`src/hdl/lpm_consts.svh`:
```
// Purpose: Constants for the low-power mode controller.
// Assumes: Counts are in processor bus clock cycles.
// Notes:   Included by bare name.
`ifndef LPM_CONSTS_SVH
`define LPM_CONSTS_SVH
`define LPM_LONG_DELAY  12'd4064
`define LPM_SHORT_DELAY 12'd16
`define LPM_CNT_W       12
`endif

```
`src/hdl/lpm_pkg.sv`:
```
// Purpose: Types for the low-power mode controller.
// Assumes: Nothing.
// Notes:   Constants live in lpm_consts.svh.
package lpm_pkg;
  typedef enum logic [2:0] {
    LPM_RUN,
    LPM_STOP,
    LPM_HALT,
    LPM_WAIT,
    LPM_STAB,
    LPM_HALT_EXIT
  } lpm_state_e;
endpackage

```
`src/hdl/lpm_ctrl.sv`:
```
// Purpose: Low-power mode control: stop, halt and wait entry, clock gating, wake-up delay.
// Assumes: Core requests are one-cycle pulses on clk_in; irq and timer inputs are async.
// Notes:   Clock gating is expressed as enables; the gate cells sit outside.
// Functional notes
// - Stop request enters stop when select bit clear, otherwise halt.
// - Stop mode turns oscillator off and freezes the watchdog counter.
// - Stop entry clears both timer flags and both timer interrupt enables.
// - Stop instruction clears interrupt mask and sets external interrupt enable.
// - Stop leaves every other register, memory and I/O unchanged.
// - Only external interrupt or reset wakes from stop.
// - Stop exit restarts oscillator and waits 4064 or 16 cycles.
// - Halt gates processor clock, timer clocks keep running.
// - Halt exits on timer interrupt, external interrupt or reset.
// - Halt exit waits for free-running stabilization counter to complete.
// - Wait stops processor clock; timer clocks keep running.
// - Wait instruction clears interrupt mask and sets external interrupt enable.
// - Wait exits on enabled timer interrupt, external interrupt or reset.
// - Wait and halt keep all other state unchanged.
// - Short select sets stabilization count to 16, also at power-up; reset here enters run with no stabilization wait.
`timescale 1ns/1ps
`include "lpm_consts.svh"
module lpm_ctrl
  import lpm_pkg::*;
(
  input  wire logic clk_in,
  input  wire logic resetn_in,
  input  wire logic stop_req_in,
  input  wire logic wait_req_in,
  input  wire logic stop_to_halt_select_in,
  input  wire logic short_stabilization_select_in,
  input  wire logic ext_irq_in,
  input  wire logic timer_irq_in,
  output logic      osc_enable_out,
  output logic      cpu_clk_enable_out,
  output logic      timer_clk_enable_out,
  output logic      watchdog_run_out,
  output logic      timer_bits_clear_out,
  output logic      int_mask_clear_out,
  output logic      external_int_enable_set_out,
  output logic      wake_service_out,
  output logic      stopped_out
);
  typedef logic [`LPM_CNT_W-1:0] lpm_cnt_t;

  logic       ext_s1, ext_s2, tmr_s1, tmr_s2;
  lpm_state_e state, next_state;
  lpm_cnt_t   stab_cnt, next_stab_cnt;
  lpm_cnt_t   free_cnt, next_free_cnt;
  lpm_cnt_t   limit;
  logic       next_osc, next_cpu, next_tmr, next_wdog, next_tclr, next_iclr;
  logic       next_iset, next_wsvc, next_stopped;
  logic       free_done;
  logic       next_ext_s1, next_ext_s2, next_tmr_s1, next_tmr_s2;

  // Two-stage synchronisers for the asynchronous wake sources.
  // Only the second stage is read by the mode logic, to keep metastability out.
  always_comb begin
    next_ext_s1 = ext_irq_in;
    next_ext_s2 = ext_s1;
    next_tmr_s1 = timer_irq_in;
    next_tmr_s2 = tmr_s1;
  end

  always_ff @(posedge clk_in) begin
    if (!resetn_in) begin
      ext_s1 <= 1'b0;
      ext_s2 <= 1'b0;
      tmr_s1 <= 1'b0;
      tmr_s2 <= 1'b0;
    end else begin
      ext_s1 <= next_ext_s1;
      ext_s2 <= next_ext_s2;
      tmr_s1 <= next_tmr_s1;
      tmr_s2 <= next_tmr_s2;
    end
  end

  assign limit     = short_stabilization_select_in ? `LPM_SHORT_DELAY : `LPM_LONG_DELAY;
  // A greater-or-equal test keeps the counter from running to wrap-around
  // when the delay select drops from the long to the short count mid-count.
  assign free_done = (free_cnt >= limit - 12'd1);

  always_comb begin
    next_state    = state;
    next_stab_cnt = stab_cnt;
    // The free-running counter models the stabilization timer outside stop and holds during the stop-exit stabilization wait.
    next_free_cnt = free_done ? 12'h000 : free_cnt + 12'd1;
    next_tclr     = 1'b0;
    next_iclr     = 1'b0;
    next_iset     = 1'b0;
    next_wsvc     = 1'b0;
    case (state)
      LPM_RUN: begin
        if (stop_req_in) begin
          next_iclr = 1'b1;
          next_iset = 1'b1;
          if (stop_to_halt_select_in) begin
            next_state = LPM_HALT;
          end else begin
            next_state = LPM_STOP;
            next_tclr  = 1'b1;
          end
        end else if (wait_req_in) begin
          next_iclr  = 1'b1;
          next_iset  = 1'b1;
          next_state = LPM_WAIT;
        end
      end
      LPM_STOP: begin
        // Timer events are ignored here since their clock is off.
        next_free_cnt = free_cnt;
        if (ext_s2) begin
          next_state    = LPM_STAB;
          next_stab_cnt = 12'h000;
        end
      end
      LPM_STAB: begin
        next_free_cnt = free_cnt;
        next_stab_cnt = stab_cnt + 12'd1;
        if (stab_cnt >= limit - 12'd1) begin
          next_state = LPM_RUN;
          next_wsvc  = 1'b1;
        end
      end
      LPM_HALT: begin
        if (ext_s2 || tmr_s2) begin
          next_state = LPM_HALT_EXIT;
        end
      end
      LPM_HALT_EXIT: begin
        if (free_done) begin
          next_state = LPM_RUN;
          next_wsvc  = 1'b1;
        end
      end
      LPM_WAIT: begin
        if (ext_s2 || tmr_s2) begin
          next_state = LPM_RUN;
          next_wsvc  = 1'b1;
        end
      end
      default: next_state = LPM_RUN;
    endcase
    // Only the two interrupt bits and timer bits are touched; all else holds.
    next_osc     = (next_state != LPM_STOP);
    next_cpu     = (next_state == LPM_RUN);
    next_tmr     = (next_state != LPM_STOP) && (next_state != LPM_STAB);
    next_wdog    = next_tmr;
    next_stopped = (next_state != LPM_RUN);
  end

  always_ff @(posedge clk_in) begin
    if (!resetn_in) begin
      state                       <= LPM_RUN;
      stab_cnt                    <= 12'h000;
      free_cnt                    <= 12'h000;
      osc_enable_out              <= 1'b1;
      cpu_clk_enable_out          <= 1'b1;
      timer_clk_enable_out        <= 1'b1;
      watchdog_run_out            <= 1'b1;
      timer_bits_clear_out        <= 1'b0;
      int_mask_clear_out          <= 1'b0;
      external_int_enable_set_out <= 1'b0;
      wake_service_out            <= 1'b0;
      stopped_out                 <= 1'b0;
    end else begin
      state                       <= next_state;
      stab_cnt                    <= next_stab_cnt;
      free_cnt                    <= next_free_cnt;
      osc_enable_out              <= next_osc;
      cpu_clk_enable_out          <= next_cpu;
      timer_clk_enable_out        <= next_tmr;
      watchdog_run_out            <= next_wdog;
      timer_bits_clear_out        <= next_tclr;
      int_mask_clear_out          <= next_iclr;
      external_int_enable_set_out <= next_iset;
      wake_service_out            <= next_wsvc;
      stopped_out                 <= next_stopped;
    end
  end

  chk_stop_osc_off: assert property (@(posedge clk_in) disable iff (!resetn_in)
    (state == LPM_RUN && stop_req_in && !stop_to_halt_select_in) |=> !osc_enable_out
      && timer_bits_clear_out) else $error("stop entry wrong");
  chk_halt_keeps_osc: assert property (@(posedge clk_in) disable iff (!resetn_in)
    (state == LPM_RUN && stop_req_in && stop_to_halt_select_in) |=> osc_enable_out
      && !cpu_clk_enable_out && timer_clk_enable_out) else $error("halt entry wrong");
  chk_stop_int_bits: assert property (@(posedge clk_in) disable iff (!resetn_in)
    (state == LPM_RUN && stop_req_in) |=> int_mask_clear_out && external_int_enable_set_out)
    else $error("stop int bits wrong");
  chk_wait_int_bits: assert property (@(posedge clk_in) disable iff (!resetn_in)
    (state == LPM_RUN && !stop_req_in && wait_req_in) |=> int_mask_clear_out
      && !timer_bits_clear_out && !cpu_clk_enable_out) else $error("wait entry wrong");
  chk_stop_no_timer: assert property (@(posedge clk_in) disable iff (!resetn_in)
    (state == LPM_STOP && !ext_s2) |=> state == LPM_STOP) else $error("stop woke");
  chk_stab_short: assert property (@(posedge clk_in) disable iff (!resetn_in)
    (state == LPM_STOP && ext_s2 && short_stabilization_select_in) ##1
      (short_stabilization_select_in [*8]) |-> ##8 !cpu_clk_enable_out ##1 cpu_clk_enable_out)
    else $error("short delay wrong");
  chk_wait_wake: assert property (@(posedge clk_in) disable iff (!resetn_in)
    (state == LPM_WAIT && tmr_s2) |=> cpu_clk_enable_out && wake_service_out)
    else $error("wait wake wrong");
  chk_halt_exit_bound: assert property (@(posedge clk_in) disable iff (!resetn_in)
    (state == LPM_HALT_EXIT && short_stabilization_select_in) |-> ##[1:17] state == LPM_RUN)
    else $error("halt exit slow");

  // The clock enables of each settled mode are checked against the state itself.
  chk_stop_clocks_off: assert property (@(posedge clk_in) disable iff (!resetn_in)
    (state == LPM_STOP) |-> !osc_enable_out && !watchdog_run_out && !timer_clk_enable_out)
    else $error("stop clocks wrong");

  chk_halt_clocks_on: assert property (@(posedge clk_in) disable iff (!resetn_in)
    (state == LPM_HALT) |-> osc_enable_out && !cpu_clk_enable_out && timer_clk_enable_out
      && watchdog_run_out)
    else $error("halt clocks wrong");

  chk_wait_clocks_on: assert property (@(posedge clk_in) disable iff (!resetn_in)
    (state == LPM_WAIT) |-> osc_enable_out && !cpu_clk_enable_out && timer_clk_enable_out
      && watchdog_run_out)
    else $error("wait clocks wrong");

  chk_stab_clocks: assert property (@(posedge clk_in) disable iff (!resetn_in)
    (state == LPM_STAB) |-> osc_enable_out && !cpu_clk_enable_out && !timer_clk_enable_out)
    else $error("stabilization clocks wrong");

  chk_run_clocks_on: assert property (@(posedge clk_in) disable iff (!resetn_in)
    (state == LPM_RUN) |-> osc_enable_out && cpu_clk_enable_out && !stopped_out)
    else $error("run clocks wrong");

  chk_halt_no_clear: assert property (@(posedge clk_in) disable iff (!resetn_in)
    (state == LPM_RUN && stop_req_in && stop_to_halt_select_in) |=> !timer_bits_clear_out)
    else $error("halt cleared timer bits");

  // Requests that arrive while already asleep or waking must not restart entry.
  chk_busy_ignores_req: assert property (@(posedge clk_in) disable iff (!resetn_in)
    (state != LPM_RUN && (stop_req_in || wait_req_in)) |=> !int_mask_clear_out)
    else $error("request taken outside run");

  chk_halt_holds: assert property (@(posedge clk_in) disable iff (!resetn_in)
    (state == LPM_HALT && !ext_s2 && !tmr_s2) |=> state == LPM_HALT)
    else $error("halt left without cause");

  chk_wait_holds: assert property (@(posedge clk_in) disable iff (!resetn_in)
    (state == LPM_WAIT && !ext_s2 && !tmr_s2) |=> state == LPM_WAIT)
    else $error("wait left without cause");

  chk_stop_timer_ignored: assert property (@(posedge clk_in) disable iff (!resetn_in)
    (state == LPM_STOP && tmr_s2 && !ext_s2) |=> stopped_out && !osc_enable_out)
    else $error("timer woke stop");

  chk_halt_exit_waits: assert property (@(posedge clk_in) disable iff (!resetn_in)
    (state == LPM_HALT_EXIT && !free_done) |=> state == LPM_HALT_EXIT)
    else $error("halt exit early");

  chk_wake_single: assert property (@(posedge clk_in) disable iff (!resetn_in)
    wake_service_out |=> !wake_service_out)
    else $error("wake pulse too long");

  chk_int_bits_pair: assert property (@(posedge clk_in) disable iff (!resetn_in)
    int_mask_clear_out |-> external_int_enable_set_out && stopped_out)
    else $error("interrupt bits unpaired");

  chk_stab_exit_clk: assert property (@(posedge clk_in) disable iff (!resetn_in)
    (state == LPM_STAB && next_state == LPM_RUN) |=> cpu_clk_enable_out && wake_service_out)
    else $error("stabilization exit wrong");

  chk_entry_stopped: assert property (@(posedge clk_in) disable iff (!resetn_in)
    (state == LPM_RUN && (stop_req_in || wait_req_in)) |=> stopped_out && !wake_service_out)
    else $error("entry not stopped");

  cov_stop: cover property (@(posedge clk_in) state == LPM_STAB ##1 state == LPM_RUN);
  cov_halt: cover property (@(posedge clk_in) state == LPM_HALT_EXIT ##1 state == LPM_RUN);
  cov_wait: cover property (@(posedge clk_in) state == LPM_WAIT ##1 state == LPM_RUN);
  cov_stop_tmr: cover property (@(posedge clk_in) state == LPM_STOP && tmr_s2);
  cov_both_req: cover property (@(posedge clk_in) state == LPM_RUN && stop_req_in && wait_req_in);
endmodule

```
`config.mk`:
```
export PLATFORM = sky130hd
export DESIGN_NAME = lpm_ctrl
export DESIGN_NICKNAME = d
export VERILOG_FILES = /design/src/hdl/lpm_pkg.sv /design/src/hdl/lpm_ctrl.sv
export VERILOG_INCLUDE_DIRS = /design/src /design/src/hdl
export SDC_FILE = /design/constraint.sdc
export NUM_CORES = 1
export LEC_CHECK = 0
export BUFFER_PORTS_ARGS = -buffer_cell sky130_fd_sc_hd__clkbuf_2
export CORE_MARGIN = 3
export CORE_UTILIZATION = 53
export DETAILED_ROUTE_END_ITERATION = 6
export GPL_ROUTABILITY_DRIVEN = 0
export HOLD_SLACK_MARGIN = 0.05
export PLACE_DENSITY = 0.75
export SKIP_LAST_GASP = 1
export SLEW_MARGIN = 20
export SYNTH_ARGS = -nofsm -noshare
export SYNTH_HDL_FRONTEND = slang
export SYNTH_SLANG_ARGS = --single-unit
export TNS_END_PERCENT = 30
```
`constraint.sdc`:
```
create_clock -name clk_in -period 2 [get_ports clk_in]
set_clock_uncertainty 0.15 [all_clocks]
set_input_delay 0.4 -clock clk_in [delete_from_list [all_inputs] [get_ports clk_in]]
set_output_delay 0.4 -clock clk_in [all_outputs]
set_load 0.005 [all_outputs]
```
=== Word-level counts from Yosys, hierarchy flattened ===
Cells that the tools add are included.

* Reductions and logical operators: 10
* $lt $le $gt $ge: 2
* Add/sub/neg operators: 3
* Muxes and demuxes: 20
* Equality and inequality tests: 8

{| class="wikitable"
|+ Operators with widths
! kind !! count
|-
| $mux W12 || 3
|-
| $add A12 B1 Y12 const B || 2
|-
| $ge A12 B12 Y1 || 2
|-
| $pmux W12 S2 || 1
|-
| $mux W3 || 7
|-
| $pmux W3 S6 || 1
|-
| $sub A12 B1 Y12 const B || 1
|-
| $eq A3 B2 Y1 const B || 2
|-
| $eq A3 B3 Y1 const B || 2
|-
| $logic_not A3 Y1 || 2
|-
| $mux W1 || 6
|-
| $reduce_and A2 Y1 || 2
|-
| $eq A3 B1 Y1 const B || 1
|-
| $ne A3 B1 Y1 const B || 1
|-
| $ne A3 B3 Y1 const B || 1
|-
| $pmux W1 S3 || 1
|-
| $reduce_and A3 Y1 || 1
|-
| $reduce_bool A3 Y1 || 1
|-
| $mux W2 || 1
|-
| $ne A2 B2 Y1 const B || 1
|-
| $reduce_bool A2 Y1 || 1
|-
| $reduce_or A2 Y1 || 1
|-
| $logic_and A1 B1 Y1 || 1
|-
| $logic_or A1 B1 Y1 || 1
|}

* Bits of input ports: 8
* Logic and storage cells: 57
* Bits in registers: 38

=== Depth between registers and ports, before layout ===
* Word-level depth: 7
* Mapped depth: 8

=== Least setup slack after synthesis ===
OpenSTA, ideal clock, no wires.

* Path type: flip-flop to flip-flop
* Start: register state[0]
* End: register watchdog_run_out
* Path buffers: 2
* Clock period less this slack: 1.985 ns
* Stages on the path, launching flop included: 7
* Data required time: 1.716 ns
* Setup slack: 0.015 ns
* Setup time: 0.134 ns
* Arrival: 1.701 ns
* Path through: dfxtp_1 -> buf_6 -> or3b_1 -> buf_6 -> a211oi_2 -> nor2_1 -> or4b_1

* Word-level cells in the longest chain between the ends: 5

{| class="wikitable"
|+ RTL lines
! element !! RTL line !! source
|-
| start: declaration || lpm_ctrl.sv:46 || <nowiki>lpm_state_e state, next_state;</nowiki>
|-
| start signal: assignment || lpm_ctrl.sv:167 || <nowiki>state <= next_state;</nowiki>
|-
| $mux W3 || lpm_ctrl.sv:103 || <nowiki>end else if (wait_req_in) begin</nowiki>
|-
| $mux W3 || lpm_ctrl.sv:94 || <nowiki>if (stop_req_in) begin</nowiki>
|-
| $pmux W3 S6 (*) || lpm_ctrl.sv:92 || <nowiki>case (state)</nowiki>
|-
| $ne A3 B1 Y1 or $ne A3 B3 Y1 (tied branches) || lpm_ctrl.sv:147 || <nowiki>next_tmr = (next_state != LPM_STOP) && (next_state != LPM_STAB);</nowiki>
|-
| $logic_and A1 B1 Y1 (*) || lpm_ctrl.sv:147 ||
|-
| end signal: assignment || lpm_ctrl.sv:173 || <nowiki>watchdog_run_out <= next_wdog;</nowiki>
|-
| end: declaration || lpm_ctrl.sv:36 || <nowiki>output logic watchdog_run_out,</nowiki>
|}

Every way passes the cells marked *; elsewhere a longest branch is shown, timed or not.
A chain may end at the register's enable or synchronous reset.

=== Worst setup path in the final report ===
* Start: register stab_cnt[6]
* End: register watchdog_run_out

* Word-level cells in the longest chain between the ends: 5

{| class="wikitable"
|+ RTL lines
! element !! RTL line !! source
|-
| start: declaration || lpm_ctrl.sv:47 || <nowiki>lpm_cnt_t stab_cnt, next_stab_cnt;</nowiki>
|-
| start signal: assignment || lpm_ctrl.sv:168 || <nowiki>stab_cnt <= next_stab_cnt;</nowiki>
|-
| $ge A12 B12 Y1 (*) || lpm_ctrl.sv:120 || <nowiki>if (stab_cnt >= limit - 12'd1) begin</nowiki>
|-
| $mux W3 (*) || lpm_ctrl.sv:120 ||
|-
| $pmux W3 S6 (*) || lpm_ctrl.sv:92 ||
|-
| $ne A3 B1 Y1 or $ne A3 B3 Y1 (tied branches) || lpm_ctrl.sv:147 ||
|-
| $logic_and A1 B1 Y1 (*) || lpm_ctrl.sv:147 ||
|}

Marks and branches as above.

==> flow_summary.toml <==
[logic_synthesis]
synthAdderAreaFrac_pct = 10.0
yosysWarnings = 0
synth-xor-area-share_pct = 5.26
syn_area_um2 = 2000
synthMuxAreaShare_pct = 4.01
synth_edf_count = 0
synth.top_cell.area_share_pct = 38.1
async_reset_ff_share_pct = 0
synthSimpleGateAreaFrac_pct = 25.9
ys_ff_latch = 38
netlist_instances = 228
synth.largest_area_cell = "dfxtp_1"
yosysUniqueCellTypes = 45
yosys-top-cells-area = "dfxtp_1 38%, ha_1 10%, nor2_1 4.7%, a21oi_1 4.5%, and2_1 4.1%"
synth_top_family_by_area = "simple AND/OR/NAND/NOR gates"
synth_commonest_cells = "38 x dfxtp_1, 25 x nor2_1, 21 x nand2_1"
avgSynthCellArea_um2 = 8.76
seq_area_frac_synth_pct = 38.1
synth_nets = 252
synth_most_common_cell = "dfxtp_1"
synth-compound-area-share_pct = 12.8
synth_ff_type = "dfxtp_1"

[finish]
fillers = 294
fin_nets = 286
final_cell_area_um2 = 2370
drive_gt1_share_pct = 22.1
synthToLayoutAreaGrowth_pct = 18.5
diodes = 0

[sta]
fin_ws_ns = 0.0690
hold_violations = 0
rsz0062_at_grt = "yes"
final_min_period_over_clock_period_pct = 96.5
worst_pin_slew_ns = 0.399
relSlewSlack_pct = 73.3
setup_viol = 0
fmax_mhz = 518
finalCriticalPeriod_ns = 1.93
slew_violations = 0

[clocking]
cts.path.max_buffers = 2
ctsHoldBuffers = 0
cts_made_buffers = 5
root_buffer = "clkbuf_8"
cts_tree = "built"
h-tree-depth = 2
clkTransAtPathRegs_ns = 0.07
cts.sinks = 38
insertion_delay_ns = 0.28

[worst_setup_path]
cp_slowest_stage_delay_ns = 0.46
worstRegToRegCells = 6
crit_path_max_fanout = 3
cp-end-kind = "flip-flop"
start_kind = "flip-flop"
cp_slowest_cell = "or4b_1"
cp_cell_sequence = "ha_4, o21ai_0, o211ai_1, a211oi_2, nor2_2, or4b_1"
timing_worst_setup_path_type = "reg2reg"
worstPathRequired_ns = 2.01
cp.arrival_ns = 1.94

[flow_run]
max_cap_viol_count = 0

[die]
die_w_um = 67.4
floorplan.initialDensity_pct = 57.6
row_count = 21
die_area_um2 = 4540
ioPinCount = 17
die_h_um = 67.4
coreArea_um2 = 3470

[grt]
grt_pass1_wl_um = 6630
gr-total-overflow = 0
antenna_found_initial = 0
grt_max_degree = 20
first_global_vias = 1568
gr-usage-all-layers_pct = 19.1

[detailed_routing]
antenna_left = 0
drtIter0Drc = 85
vias_per_cell = 5.40
dr.pass1.iters = 4
num_vias = 1668
drc = 0
routed_wl_um = 3930
wire_per_inst_um = 12.7

[power]
ir_worst_vdd_uv = 480
power_density_nw_per_um2 = 706
p_total_w = 0.00167
p_leak_nw = 1.03

[placed_design]
place_hpwl_um = 2850
place_area_um2 = 2220
place_ws_ns = -0.390
portBuffers = 16

[worst_hold_path]
hold_depth = 2
min_path_type = "in2reg"

[run_status]
outcome = "completed"
cells in the final DEF (no fill, tap or decap), drive strengths merged, types with 2 or more instances in the layout:
master	synthesis	layout
a211oi	4	4
a21oi	18	18
a31oi	2	2
and2	13	13
and3	4	4
buf	6	23
clkbuf	5	22
dfxtp	38	38
ha	16	16
inv	3	3
mux2i	8	8
nand2	21	21
nand3	11	11
nand3b	3	3
nor2	25	25
nor2b	4	4
nor3	3	3
nor4	4	4
o211a	2	2
o21ai	7	7
or3b	2	2
xnor2	5	5
xor2	7	7
flip-flops by register name, indices dropped and copies added, names as in the netlist:
register and flops:
stab_cnt 12, free_cnt 12, tmr_s2 1, ext_s2 1
watchdog_run_out 1, external_int_enable_set_out 1, ext_s1 1, timer_bits_clear_out 1
osc_enable_out 1, wake_service_out 1, next_tmr_s2 1, cpu_clk_enable_out 1
state 3, stopped_out 1
cell type report:
| class | instances | area [um2] | share of cell area, % |
|---|---|---|---|
| Clock inverter | 1 | 5.00 | 0.211 |
| Clock buffer | 7 | 86.3 | 3.65 |
| Timing Repair Buffer | 38 | 248 | 10.5 |
| Multi-Input combinational cell | 176 | 1200 | 50.6 |
| Sequential cell | 38 | 762 | 32.2 |
| Inverter | 3 | 11.3 | 0.476 |
| Tap cell | 46 | 57.6 | 2.43 |
worst paths after layout:
path                                         end        start  slack (ns)
worst max-delay path            watchdog_run_out  stab_cnt[6]        0.07
worst min-delay path                      ext_s1   ext_irq_in        0.17
worst max register to register  watchdog_run_out  stab_cnt[6]        0.07
worst min register to register            ext_s2       ext_s1        0.28
what timing repair did:
| item | 4_1_cts | 5_1_grt |
|---|---|---|
| setup buffers | 0 | 2 |
| setup endpoints to repair | 3 | 19 |
| pin swaps | 2 | 4 |
| gates resized for setup | 2 | 9 |
critical path, delay by kind of cell (launching register included):
family	cells	cell delay (ns)
adders and majority gates	1	0.22
AOI/OAI and AO/OA	3	0.51
and+or+nand+nor	2	0.53
DFF	1	0.39
cells by family after synthesis:
family	Yosys count
AOI/OAI and AO/OA	41
buffers and inverters	14
adders and majority gates	16
DFF	38
and+or+nand+nor	99
xor gates and xnor gates	12
muxes	8
power breakdown:
group	switching [W]	internal (W)	total (W)
registers	0.0000302	0.000808	0.000839
clock network	0.000254	0.000278	0.000532
logic	0.000161	0.000138	0.000300
total	0.000446	0.00122	0.00167
metal layers:
layer | track usage [%] | up-vias | part of all wire, %
met2 | 32.3 | 26 | 46
met4 | 8.10 | 0 | 1.3
met5 | 0 | - | 0
met3 | 4.16 | 6 | 2.9
li1 | - | 871 | -
met1 | 23.4 | 765 | 50
stage by stage:
stage | instances | utilization, % | hold slack (ns) | TNS (ns)
finish | 309 | 68.3 | 0.172 | 0
global route | 309 | 68.3 | 0.172 | -0.0324
CTS | 307 | 66.7 | 0.161 | 0
detailed placement | 299 | 64.0 | 0.270 | -5.07
global placement | 299 | 64.0 | 0.263 | -4.90
floorplan | 228 | - | 0.262 | 0
Note: power is estimated with default switching activity, not from simulation.
